===== src/logic/iof_pkg.sv =====
// iof_pkg: address map, field positions and reset values of the I/O line block.
// Assumes 32-bit aligned word accesses on a plain strobe bus.
`default_nettype none
package iof_pkg;
  // Lines per port instance, one per register bit
  localparam int unsigned LINE_COUNT = 32;
  typedef logic [LINE_COUNT-1:0] iof_word_type;

  // Register byte addresses
  localparam logic [31:0] ADDR_FILT_EN    = 32'h400E_0E20;
  localparam logic [31:0] ADDR_FILT_DIS   = 32'h400E_0E24;
  localparam logic [31:0] ADDR_FILT_STAT  = 32'h400E_0E28;
  localparam logic [31:0] ADDR_OUT_SET    = 32'h400E_0E30;
  localparam logic [31:0] ADDR_OUT_CLR    = 32'h400E_0E34;
  localparam logic [31:0] ADDR_OUT_STATE  = 32'h400E_0E38;
  localparam logic [31:0] ADDR_PIN_SAMPLE = 32'h400E_0E3C;
  localparam logic [31:0] ADDR_IRQ_EN     = 32'h400E_0E40;
  localparam logic [31:0] ADDR_IRQ_DIS    = 32'h400E_0E44;
  localparam logic [31:0] ADDR_IRQ_MASK   = 32'h400E_0E48;
  localparam logic [31:0] ADDR_IRQ_STAT   = 32'h400E_0E4C;
  localparam logic [31:0] ADDR_ODRAIN_EN  = 32'h400E_0E50;
  localparam logic [31:0] ADDR_ODRAIN_DIS = 32'h400E_0E54;
  localparam logic [31:0] ADDR_ODRAIN_ST  = 32'h400E_0E58;
  localparam logic [31:0] ADDR_OWP_EN     = 32'h400E_0EA0;
  localparam logic [31:0] ADDR_OWP_DIS    = 32'h400E_0EA4;
  localparam logic [31:0] ADDR_OWP_STAT   = 32'h400E_0EA8;
  localparam logic [31:0] ADDR_PROT_MODE  = 32'h400E_0EE4;

  // Field position of write_protect_on in protection_mode_register
  localparam int unsigned WP_ON_BIT = 0;

  // Reset values
  localparam iof_word_type WORD_RST = 32'h0000_0000;
  localparam logic [31:0]  RDATA_ZERO = 32'h0000_0000;
endpackage : iof_pkg
`default_nettype wire


===== src/logic/iof_line_if.sv =====
// iof_line_if: per-line bundle between the register core, sampler and pad driver.
// Assumes all three sit on the same core clock.
`default_nettype none
interface iof_line_if;
  iof_pkg::iof_word_type filt_en;     // Glitch filter on per line
  iof_pkg::iof_word_type level;       // Sampled, filtered pin level
  iof_pkg::iof_word_type change;      // One-cycle change pulse per line
  iof_pkg::iof_word_type out_level;   // Level scheduled for the pin
  iof_pkg::iof_word_type open_drain;  // Drive low only
  iof_pkg::iof_word_type out_en;      // Line is an output

  modport core (output filt_en, out_level, open_drain, out_en, input level, change);
  modport smp  (input filt_en, output level, change);
  modport drv  (input out_level, open_drain, out_en);
endinterface : iof_line_if
`default_nettype wire


===== src/logic/iof_line_ctrl.sv =====
// iof_line_ctrl: register file, input-change interrupt and pad control
// of a 32-line parallel I/O port.
// Assumes one core clock, synchronous pins and a strobe bus master that
// never issues a read and a write in the same cycle.
`default_nettype none
module iof_line_ctrl (
  input  wire logic                  core_clk_i,
  input  wire logic                  rst_i,
  input  wire logic [31:0]           addr_i,
  input  wire iof_pkg::iof_word_type wdata_i,
  input  wire logic                  wr_i,
  input  wire logic                  rd_i,
  output var  logic [31:0]           rdata_o,
  output var  logic                  irq_o,
  input  wire iof_pkg::iof_word_type pin_i,
  input  wire iof_pkg::iof_word_type line_out_en_i,
  output var  iof_pkg::iof_word_type pin_o,
  output var  iof_pkg::iof_word_type pin_oe_o
);
  import iof_pkg::*;

  // All software-visible state of the core
  typedef struct packed {
    iof_word_type filt_en;
    iof_word_type out_level;
    iof_word_type owp;
    iof_word_type imask;
    iof_word_type istat;
    iof_word_type odrain;
    logic [31:0]  rdata;
    logic         wp_on;
    logic         irq;
  } iof_core_state_type;

  iof_core_state_type st_ff;
  iof_core_state_type nxt_st;
  logic [31:0]        rd_mux;
  logic               wr_open;

  iof_line_if lif ();

  // Input side: sampling, glitch filter, change detect
  iof_pin_sampler u_sampler (
    .core_clk_i (core_clk_i),
    .rst_i      (rst_i),
    .pin_i      (pin_i),
    .lif        (lif.smp)
  );

  // Output side: registered pad data and enables
  iof_pad_drive u_pad (
    .core_clk_i (core_clk_i),
    .rst_i      (rst_i),
    .lif        (lif.drv),
    .pin_o      (pin_o),
    .pin_oe_o   (pin_oe_o)
  );

  // Settings handed to the line logic
  assign lif.filt_en    = st_ff.filt_en;
  assign lif.out_level  = st_ff.out_level;
  assign lif.open_drain = st_ff.odrain;
  assign lif.out_en     = line_out_en_i;

  // Setup registers accept writes only with protection off
  assign wr_open = wr_i && !st_ff.wp_on;

  // Read mux; write-only and unmapped addresses read as zero
  always_comb begin
    rd_mux = RDATA_ZERO;
    case (addr_i)
      ADDR_FILT_STAT:  rd_mux = st_ff.filt_en;
      ADDR_OUT_STATE:  rd_mux = st_ff.out_level;
      ADDR_PIN_SAMPLE: rd_mux = lif.level;
      ADDR_IRQ_MASK:   rd_mux = st_ff.imask;
      ADDR_IRQ_STAT:   rd_mux = st_ff.istat;
      ADDR_ODRAIN_ST:  rd_mux = st_ff.odrain;
      ADDR_OWP_STAT:   rd_mux = st_ff.owp;
      ADDR_PROT_MODE:  rd_mux[WP_ON_BIT] = st_ff.wp_on;
      default:         rd_mux = RDATA_ZERO;
    endcase
  end

  // Next-state of every register
  always_comb begin
    nxt_st = st_ff;
    // Read data stand for exactly one cycle after the strobe
    nxt_st.rdata = rd_i ? rd_mux : RDATA_ZERO;
    if (wr_i) begin
      case (addr_i)
        ADDR_FILT_EN: begin
          if (wr_open) begin
            nxt_st.filt_en = st_ff.filt_en | wdata_i;
          end
        end
        ADDR_FILT_DIS: begin
          if (wr_open) begin
            nxt_st.filt_en = st_ff.filt_en & ~wdata_i;
          end
        end
        ADDR_OUT_SET: begin
          nxt_st.out_level = st_ff.out_level | wdata_i;
        end
        ADDR_OUT_CLR: begin
          nxt_st.out_level = st_ff.out_level & ~wdata_i;
        end
        ADDR_OUT_STATE: begin
          // Lines without permission keep their level
          nxt_st.out_level = (st_ff.out_level & ~st_ff.owp) |
                             (wdata_i & st_ff.owp);
        end
        ADDR_IRQ_EN: begin
          nxt_st.imask = st_ff.imask | wdata_i;
        end
        ADDR_IRQ_DIS: begin
          nxt_st.imask = st_ff.imask & ~wdata_i;
        end
        ADDR_ODRAIN_EN: begin
          if (wr_open) begin
            nxt_st.odrain = st_ff.odrain | wdata_i;
          end
        end
        ADDR_ODRAIN_DIS: begin
          if (wr_open) begin
            nxt_st.odrain = st_ff.odrain & ~wdata_i;
          end
        end
        ADDR_OWP_EN: begin
          if (wr_open) begin
            nxt_st.owp = st_ff.owp | wdata_i;
          end
        end
        ADDR_OWP_DIS: begin
          if (wr_open) begin
            nxt_st.owp = st_ff.owp & ~wdata_i;
          end
        end
        ADDR_PROT_MODE: begin
          // Always writable, or protection could never be lifted
          nxt_st.wp_on = wdata_i[WP_ON_BIT];
        end
        default: begin
          nxt_st.wp_on = st_ff.wp_on;
        end
      endcase
    end
    // Read clears the status; a change in the same cycle still lands,
    // so no event is lost between the read and the clear
    if (rd_i && (addr_i == ADDR_IRQ_STAT)) begin
      nxt_st.istat = lif.change;
    end else begin
      nxt_st.istat = st_ff.istat | lif.change;
    end
    // Level interrupt from the next status and mask, registered with them
    nxt_st.irq = |(nxt_st.istat & nxt_st.imask);
  end

  always_ff @(posedge core_clk_i or posedge rst_i) begin
    if (rst_i) begin
      st_ff <= '{filt_en: WORD_RST, out_level: WORD_RST, owp: WORD_RST,
                 imask: WORD_RST, istat: WORD_RST, odrain: WORD_RST,
                 rdata: RDATA_ZERO, wp_on: 1'b0, irq: 1'b0};
    end else begin
      st_ff <= nxt_st;
    end
  end

  assign rdata_o = st_ff.rdata;
  assign irq_o   = st_ff.irq;
endmodule : iof_line_ctrl
`default_nettype wire


===== src/logic/iof_pin_sampler.sv =====
// iof_pin_sampler: samples the pins, applies the glitch filter, flags changes.
// Assumes pin inputs already synchronous to core_clk_i.
`default_nettype none
module iof_pin_sampler (
  input  wire logic                  core_clk_i,
  input  wire logic                  rst_i,
  input  wire iof_pkg::iof_word_type pin_i,
  iof_line_if.smp                    lif
);
  import iof_pkg::*;

  typedef struct packed {
    iof_word_type raw;
    iof_word_type level;
    iof_word_type change;
  } iof_smp_state_type;

  iof_smp_state_type st_ff;
  iof_smp_state_type nxt_st;
  iof_word_type      nxt_level;

  // Filtered lines only follow a level seen on two samples in a row,
  // so a one-cycle glitch never reaches the level or the change flag
  for (genvar i = 0; i < LINE_COUNT; i++) begin : g_line
    assign nxt_level[i] = (lif.filt_en[i] && (pin_i[i] != st_ff.raw[i])) ?
                          st_ff.level[i] : pin_i[i];
  end

  // Sampling stops with the clock; level simply holds
  always_comb begin
    nxt_st        = st_ff;
    nxt_st.raw    = pin_i;
    nxt_st.level  = nxt_level;
    nxt_st.change = nxt_level ^ st_ff.level;
  end

  always_ff @(posedge core_clk_i or posedge rst_i) begin
    if (rst_i) begin
      st_ff <= '{raw: WORD_RST, level: WORD_RST, change: WORD_RST};
    end else begin
      st_ff <= nxt_st;
    end
  end

  assign lif.level  = st_ff.level;
  assign lif.change = st_ff.change;
endmodule : iof_pin_sampler
`default_nettype wire


===== src/logic/iof_pad_drive.sv =====
// iof_pad_drive: registers pad data and enable for each line.
// Assumes the pad merges pin_o and pin_oe_o into the real wire.
`default_nettype none
module iof_pad_drive (
  input  wire logic                 core_clk_i,
  input  wire logic                 rst_i,
  iof_line_if.drv                   lif,
  output var iof_pkg::iof_word_type pin_o,
  output var iof_pkg::iof_word_type pin_oe_o
);
  import iof_pkg::*;

  typedef struct packed {
    iof_word_type dout;
    iof_word_type doe;
  } iof_drv_state_type;

  iof_drv_state_type st_ff;
  iof_drv_state_type nxt_st;

  // Open-drain lines release the pin for a high level
  always_comb begin
    nxt_st      = st_ff;
    nxt_st.dout = lif.out_level;
    nxt_st.doe  = lif.out_en & (~lif.open_drain | ~lif.out_level);
  end

  always_ff @(posedge core_clk_i or posedge rst_i) begin
    if (rst_i) begin
      st_ff <= '{dout: WORD_RST, doe: WORD_RST};
    end else begin
      st_ff <= nxt_st;
    end
  end

  assign pin_o    = st_ff.dout;
  assign pin_oe_o = st_ff.doe;
endmodule : iof_pad_drive
`default_nettype wire


===== config.mk =====
export PLATFORM = sky130hd
export DESIGN_NAME = iof_line_ctrl
export DESIGN_NICKNAME = d
export VERILOG_FILES = /design/src/logic/iof_pkg.sv /design/src/logic/iof_line_if.sv /design/src/logic/iof_line_ctrl.sv /design/src/logic/iof_pin_sampler.sv /design/src/logic/iof_pad_drive.sv
export SDC_FILE = /design/constraint.sdc
export NUM_CORES = 1
export LEC_CHECK = 0
export ABC_AREA = 0
export ABC_CLOCK_PERIOD_IN_PS = 17900
export BUFFER_PORTS_ARGS = -buffer_cell sky130_fd_sc_hd__buf_4
export CAP_MARGIN = 20
export CORE_MARGIN = 4
export CORE_UTILIZATION = 50
export CTS_BUF_LIST = sky130_fd_sc_hd__clkbuf_4
export DETAILED_ROUTE_END_ITERATION = 12
export PLACE_DENSITY = 0.71
export SLEW_MARGIN = 25
export SYNTH_ARGS = -nofsm -noshare
export SYNTH_HDL_FRONTEND = slang
export SYNTH_SLANG_ARGS = --single-unit

===== constraint.sdc =====
create_clock -name core_clk_i -period 17.9 [get_ports core_clk_i]
set_clock_uncertainty 0.1 [all_clocks]
set_input_delay 1.79 -clock core_clk_i [delete_from_list [all_inputs] [get_ports core_clk_i]]
set_output_delay 1.79 -clock core_clk_i [all_outputs]
set_load 0.05 [all_outputs]

==> results of run 1 <==
-- cells in the mapped netlist (2+ instances only) --
master | n | area, sq um
o211ai_1 | 32 | 240
nand2_1 | 228 | 856
buf_1 | 6 | 22.5
nand2b_1 | 32 | 200
nand4_1 | 2 | 12.5
a222oi_1 | 31 | 310
a22oi_1 | 62 | 465
inv_1 | 68 | 255
a21oi_1 | 97 | 485
a221oi_1 | 2 | 17.5
buf_2 | 24 | 120
a31oi_1 | 32 | 200
o21ai_0 | 108 | 541
o22ai_1 | 48 | 300
mux2i_1 | 33 | 330
buf_6 | 4 | 45.0
nor4_4 | 5 | 106
nor2_1 | 46 | 173
and3_1 | 34 | 213
nor4b_1 | 3 | 26.3
xor2_1 | 31 | 272
nor2b_1 | 2 | 12.5
dfrtp_1 | 386 | 9660
o21ai_1 | 21 | 105
buf_4 | 32 | 240
clkbuf_1 | 46 | 173
nor4_1 | 5 | 31.3
a21boi_0 | 32 | 240
a22o_1 | 2 | 17.5
nand3_1 | 38 | 190
-- routing by layer --
| layer | part of all wire | up-vias |
|---|---|---|
| met5 | 0 | - |
| met4 | 0.020 | 0 |
| met3 | 0.10 | 96 |
| met2 | 0.45 | 715 |
| met1 | 0.42 | 6463 |
| li1 | - | 5875 |
-- area by class of cell --
cell class,instances,area (sq um),share of cell area
well taps,402,503,0.0262
diodes,2,5.00,0.000261
flip-flops and latches,386,9660,0.504
multi-input cells,940,5520,0.288
repair buffers,251,1940,0.101
clock buffers,144,1080,0.0564
clock inverters,22,203,0.0106
inverters,69,268,0.0140
-- cells by family after synthesis --
logic type,Yosys count,synth area share
AO/OA/AOI/OAI,469,0.184
AND/OR/NAND/NOR,406,0.120
flip-flops,386,0.604
buffers and inverters,181,0.0538
multiplexers,34,0.0214
XOR/XNOR,31,0.0170
-- final timing paths --
kind	start	endpoint	slack, ns	cells after the start
max in group asynchronous	rst_i	async pin	14.82	5
min reg2reg	u_sampler.lif.change[8]$_DFF_PP0_	st_ff[74]$_DFF_PP0_	0.32	2
max reg2reg	st_ff[1]$_DFFE_PP0P_	flop	15.95	5
max	addr_i[3]	rdata_o[6]$_DFF_PP0_	12.82	8
min in group asynchronous	rst_i	u_pad.pin_oe_o[30]$_DFF_PP0_	1.05	2
min	u_sampler.lif.change[8]$_DFF_PP0_	st_ff[74]$_DFF_PP0_	0.32	2
-- critical path, stage by stage --
cell and delay [ns]:
buf_4 0.16, clkinv_1 0.88, nor4_4 0.65, nand3_1 0.41
nor2_2 0.93, buf_4 0.44, a22oi_1 0.11, a31oi_1 0.20
-- power groups by stage --
stage	combinational (mW)	sequential [mW]	clock, mW
2_1_floorplan	0.0335	0.931	0
3_3_place_gp	0.0953	0.920	0
3_5_place_dp	0.0967	0.920	0
4_1_cts	0.0972	0.904	0.795
5_1_grt	0.106	0.906	0.846
6_report	0.0971	0.905	0.778
==> out/metrics.cfg, run 1 <==
[sta]
rsz0062_at_grt=no
final.setup.worst_slack_ns=12.82
finalHoldViolations=0
holdWs_ns=0.324
fmax_mhz=197
worstMarginPinSlew_ns=1.15
post-route-min-period_ns=5.08
tns_ns=0
slew_violations=0
setup-violations-final=0
max_slew_margin=0.232
fin_crit_sh=0.284

[drt]
wl_mm=47.5
drt_iter0_markers=1488
first_pass_iters=8
vias_per_cell=5.93
wl_per_cell_um=21.4
ant_nets=0
drc=0
num_vias=13100

[cells_and_area]
finish.instance_area_sq_um=19200
nets=1878
final_common_cell=dfrtp_1
fillCellCount=2600
drive_gt1_frac=0.236
fin_util=0.608
areaGrowthSynthToFinish_pct=19.9
mostFrequentLayoutCells=dfrtp_1, buf_4, nand2_1, clkbuf_4, o21ai_0
layout.cells.non_filler=2216

[clocking]
cts_root_buf=clkbuf_4
post_cts_buffers=0
cts_buffers=98
clk_pin_slew_worst_paths_ns=0.07
postCtsHoldBufs=0
cts_num_sinks=386
worstSkewPairLatency_ns=0.75
clock_path_buffers=3
cts_resized=0
cts_max_level=3
cts_tree=done

[logic_synthesis]
async_flop_share=1.00
synth_nets=1639
synthCells=1507
syn_area_per_cell_sq_um=10.6
ys_seq_elements=386
yosysSeqAreaShare=0.604
ys_types=45
ys.flop_type=dfrtp_1
synth_area_sq_um=16000
yosysWarnings=0
synth-edff-count=0

[grt]
antenna_found_initial=2
grt_pass1_vias=13400
grt_pass1_wl_mm=75.0
track_usage=0.268
grt_overflow_total=0
met3_usage=0.0691
grt-busiest-layer=met2
grt_util_met1=0.383
use_met2=0.407
grt_max_degree=88

[pwr]
p_comb_frac=0.055
power_frac_seq=0.508
power_frac_clock=0.437
p_sw_mw=0.427
switching_share=0.240
leakage_nw=9.13
p_int_mw=1.35
p_total_mw=1.78
power.density_nw_per_um2=92.8
vdd_drop_max_v=0.0000493

[placed_design]
io_buffer_count=228
gp_congestion=0.843
placed_cell_area_sq_um=17800
hpwl_mm=28.8
place_ws_ns=12.34
dp.cells=2046

[run]
max-cap-violations=0

[worst_setup_path]
critPathKind=primary input to flop
critPathLaunchType=primary input
end_kind=flop
critPathRequiredTime_ns=18.41
critPathMaxFanout=33
worstPathArrival_ns=5.59

[hold_path]
hold_class=flop to flop

[floorplanning]
die-area_sq_um=34900
die_y_um=187
die_w_um=187
initial_core_util=0.507
core_sq_um=31600
ios=229
num_rows=65

[status]
status=complete, no violations

Note: power is estimated with default switching activity, not from simulation.
==> run 2, diff against run 1 <==
--- a/config.mk
+++ b/config.mk
@@ -6,7 +6,7 @@
 export NUM_CORES = 1
 export LEC_CHECK = 0
 export ABC_AREA = 0
-export ABC_CLOCK_PERIOD_IN_PS = 17900
+export ABC_CLOCK_PERIOD_IN_PS = 4900
 export BUFFER_PORTS_ARGS = -buffer_cell sky130_fd_sc_hd__buf_4
 export CAP_MARGIN = 20
 export CORE_MARGIN = 4
==> constraint.sdc (replaced) <==
create_clock -name core_clk_i -period 4.9 [get_ports core_clk_i]
set_clock_uncertainty 0.1 [all_clocks]
set_input_delay 0.49 -clock core_clk_i [delete_from_list [all_inputs] [get_ports core_clk_i]]
set_output_delay 0.49 -clock core_clk_i [all_outputs]
set_load 0.05 [all_outputs]
==> out/metrics.cfg, run 2 (synthesis results as in run 1) <==
[sta]
max_slew_margin=0.232
post-route-min-period_ns=3.20
slew_violations=0
setup-violations-final=0
worstMarginPinSlew_ns=1.15
fin_crit_sh=0.653
fmax_mhz=313
finalHoldViolations=0
rsz0062_at_grt=no

[worst_setup_path]
critPathMaxFanout=22
worstPathArrival_ns=3.71
critPathLaunchType=primary input
end_kind=flop
critPathRequiredTime_ns=5.41
critPathKind=primary input to flop

[grt]
grt_pass1_wl_mm=76.8
antenna_found_initial=2
grt_overflow_total=0
grt_util_met1=0.366
grt_max_degree=179
track_usage=0.272
met3_usage=0.0748
grt_pass1_vias=14100
use_met2=0.423
grt-busiest-layer=met2

[pwr]
leakage_nw=9.61
p_total_mw=6.53
power.density_nw_per_um2=323
vdd_drop_max_v=0.000168

[clocking]
post_cts_buffers=0
postCtsHoldBufs=99
clk_pin_slew_worst_paths_ns=0.07
clock_path_buffers=3
cts_buffers=100
cts_resized=0
worstSkewPairLatency_ns=0.75
cts_tree=done
cts_num_sinks=386
cts_root_buf=clkbuf_4
cts_max_level=3

[cells_and_area]
seqCellArea_sq_um=9660
mostFrequentLayoutCells=dfrtp_1, buf_4, nand2_1, clkbuf_4, o21ai_0
fillCellCount=2531
areaGrowthSynthToFinish_pct=26.7
final_common_cell=dfrtp_1
drive_gt1_frac=0.226
multiInputGateArea_sq_um=5530
nets=1990
layout.cells.non_filler=2332

[drt]
wl_per_cell_um=20.4
num_vias=13500
vias_per_cell=5.78
drt_iter0_markers=1251
drc=0
ant_nets=0
wl_mm=47.7
first_pass_iters=6

[hold_path]
hold_class=primary input to flop

[floorplanning]
core_sq_um=31600
ios=229
num_rows=65
die_w_um=187
die_y_um=187
die-area_sq_um=34900
initial_core_util=0.507

[placed_design]
gp_congestion=0.836
dp.cells=2058
hpwl_mm=29.8
io_buffer_count=228

[run]
max-cap-violations=0

[status]
status=complete, no violations

## run 2: routing by layer
| layer | vias up | part of all wire | wire length [um] |
|---|---|---|---|
| met5 | - | 0 | 0 |
| met4 | 0 | 0.030 | 1410 |
| met3 | 113 | 0.088 | 4170 |
| met2 | 670 | 0.47 | 22300 |
| met1 | 6593 | 0.42 | 19800 |
| li1 | 6098 | - | - |
## run 2: cell type report
| cell class | instances | area share |
|---|---|---|
| sequential | 386 | 0.477 |
| timing repair buffer | 361 | 0.149 |
| tap | 402 | 0.0248 |
| multi-input combinational | 940 | 0.273 |
| antenna | 4 | 0.000494 |
| clock buffer | 148 | 0.0549 |
| inverter | 69 | 0.0130 |
| clock inverter | 22 | 0.00797 |
## run 2: path summary, 6_finish.rpt
path                       slack [ns]  cells past startpoint                      endpoint                         start
setup / recovery                 1.70                      9  lif.out_level[8]$_DFFE_PP0P_                    addr_i[16]
hold / removal                   0.17                      4  lif.out_level[0]$_DFFE_PP0P_                     addr_i[2]
setup reg to reg                 2.76                      5                          flop          st_ff[1]$_DFFE_PP0P_
hold reg to reg                  0.32                      0      u_pad.pin_o[4]$_DFF_PP0_  lif.out_level[4]$_DFFE_PP0P_
max in group asynchronous        3.24                      5     u_pad.pin_o[15]$_DFF_PP0_                         rst_i
min in group asynchronous        0.20                      3         rdata_o[30]$_DFF_PP0_                         rst_i
## run 2: through the flow
step           setup slack [ns]  instance area (sq um)  TNS, ns  hold WS (ns)  utilization
2_1_floorplan            -0.880                  16000  -339.66         0.283            -
3_3_place_gp               1.15                  18000        0         0.309        0.569
3_5_place_dp               1.06                  18000        0         0.316        0.569
4_1_cts                    1.83                  20200        0         0.100        0.641
5_1_grt                    1.57                  20300        0         0.141        0.642
6_report                   1.70                  20300        0         0.168        0.642
## run 2: report_power, final
part	leakage [nW]	total [mW]	internal (mW)	switching, mW
Sequential	4.96	3.30	3.26	0.0395
Clock	0.756	2.81	1.52	1.28
Combinational	3.90	0.424	0.185	0.238
## run 2: critical path, stage by stage
cell     delay, ns
buf_4         0.10
or4b_1        0.69
nor4_4        0.29
nand3_1       0.43
or2_2         0.45
a21o_1        0.59
buf_4         0.40
o21ai_0       0.18
nand2_1       0.07
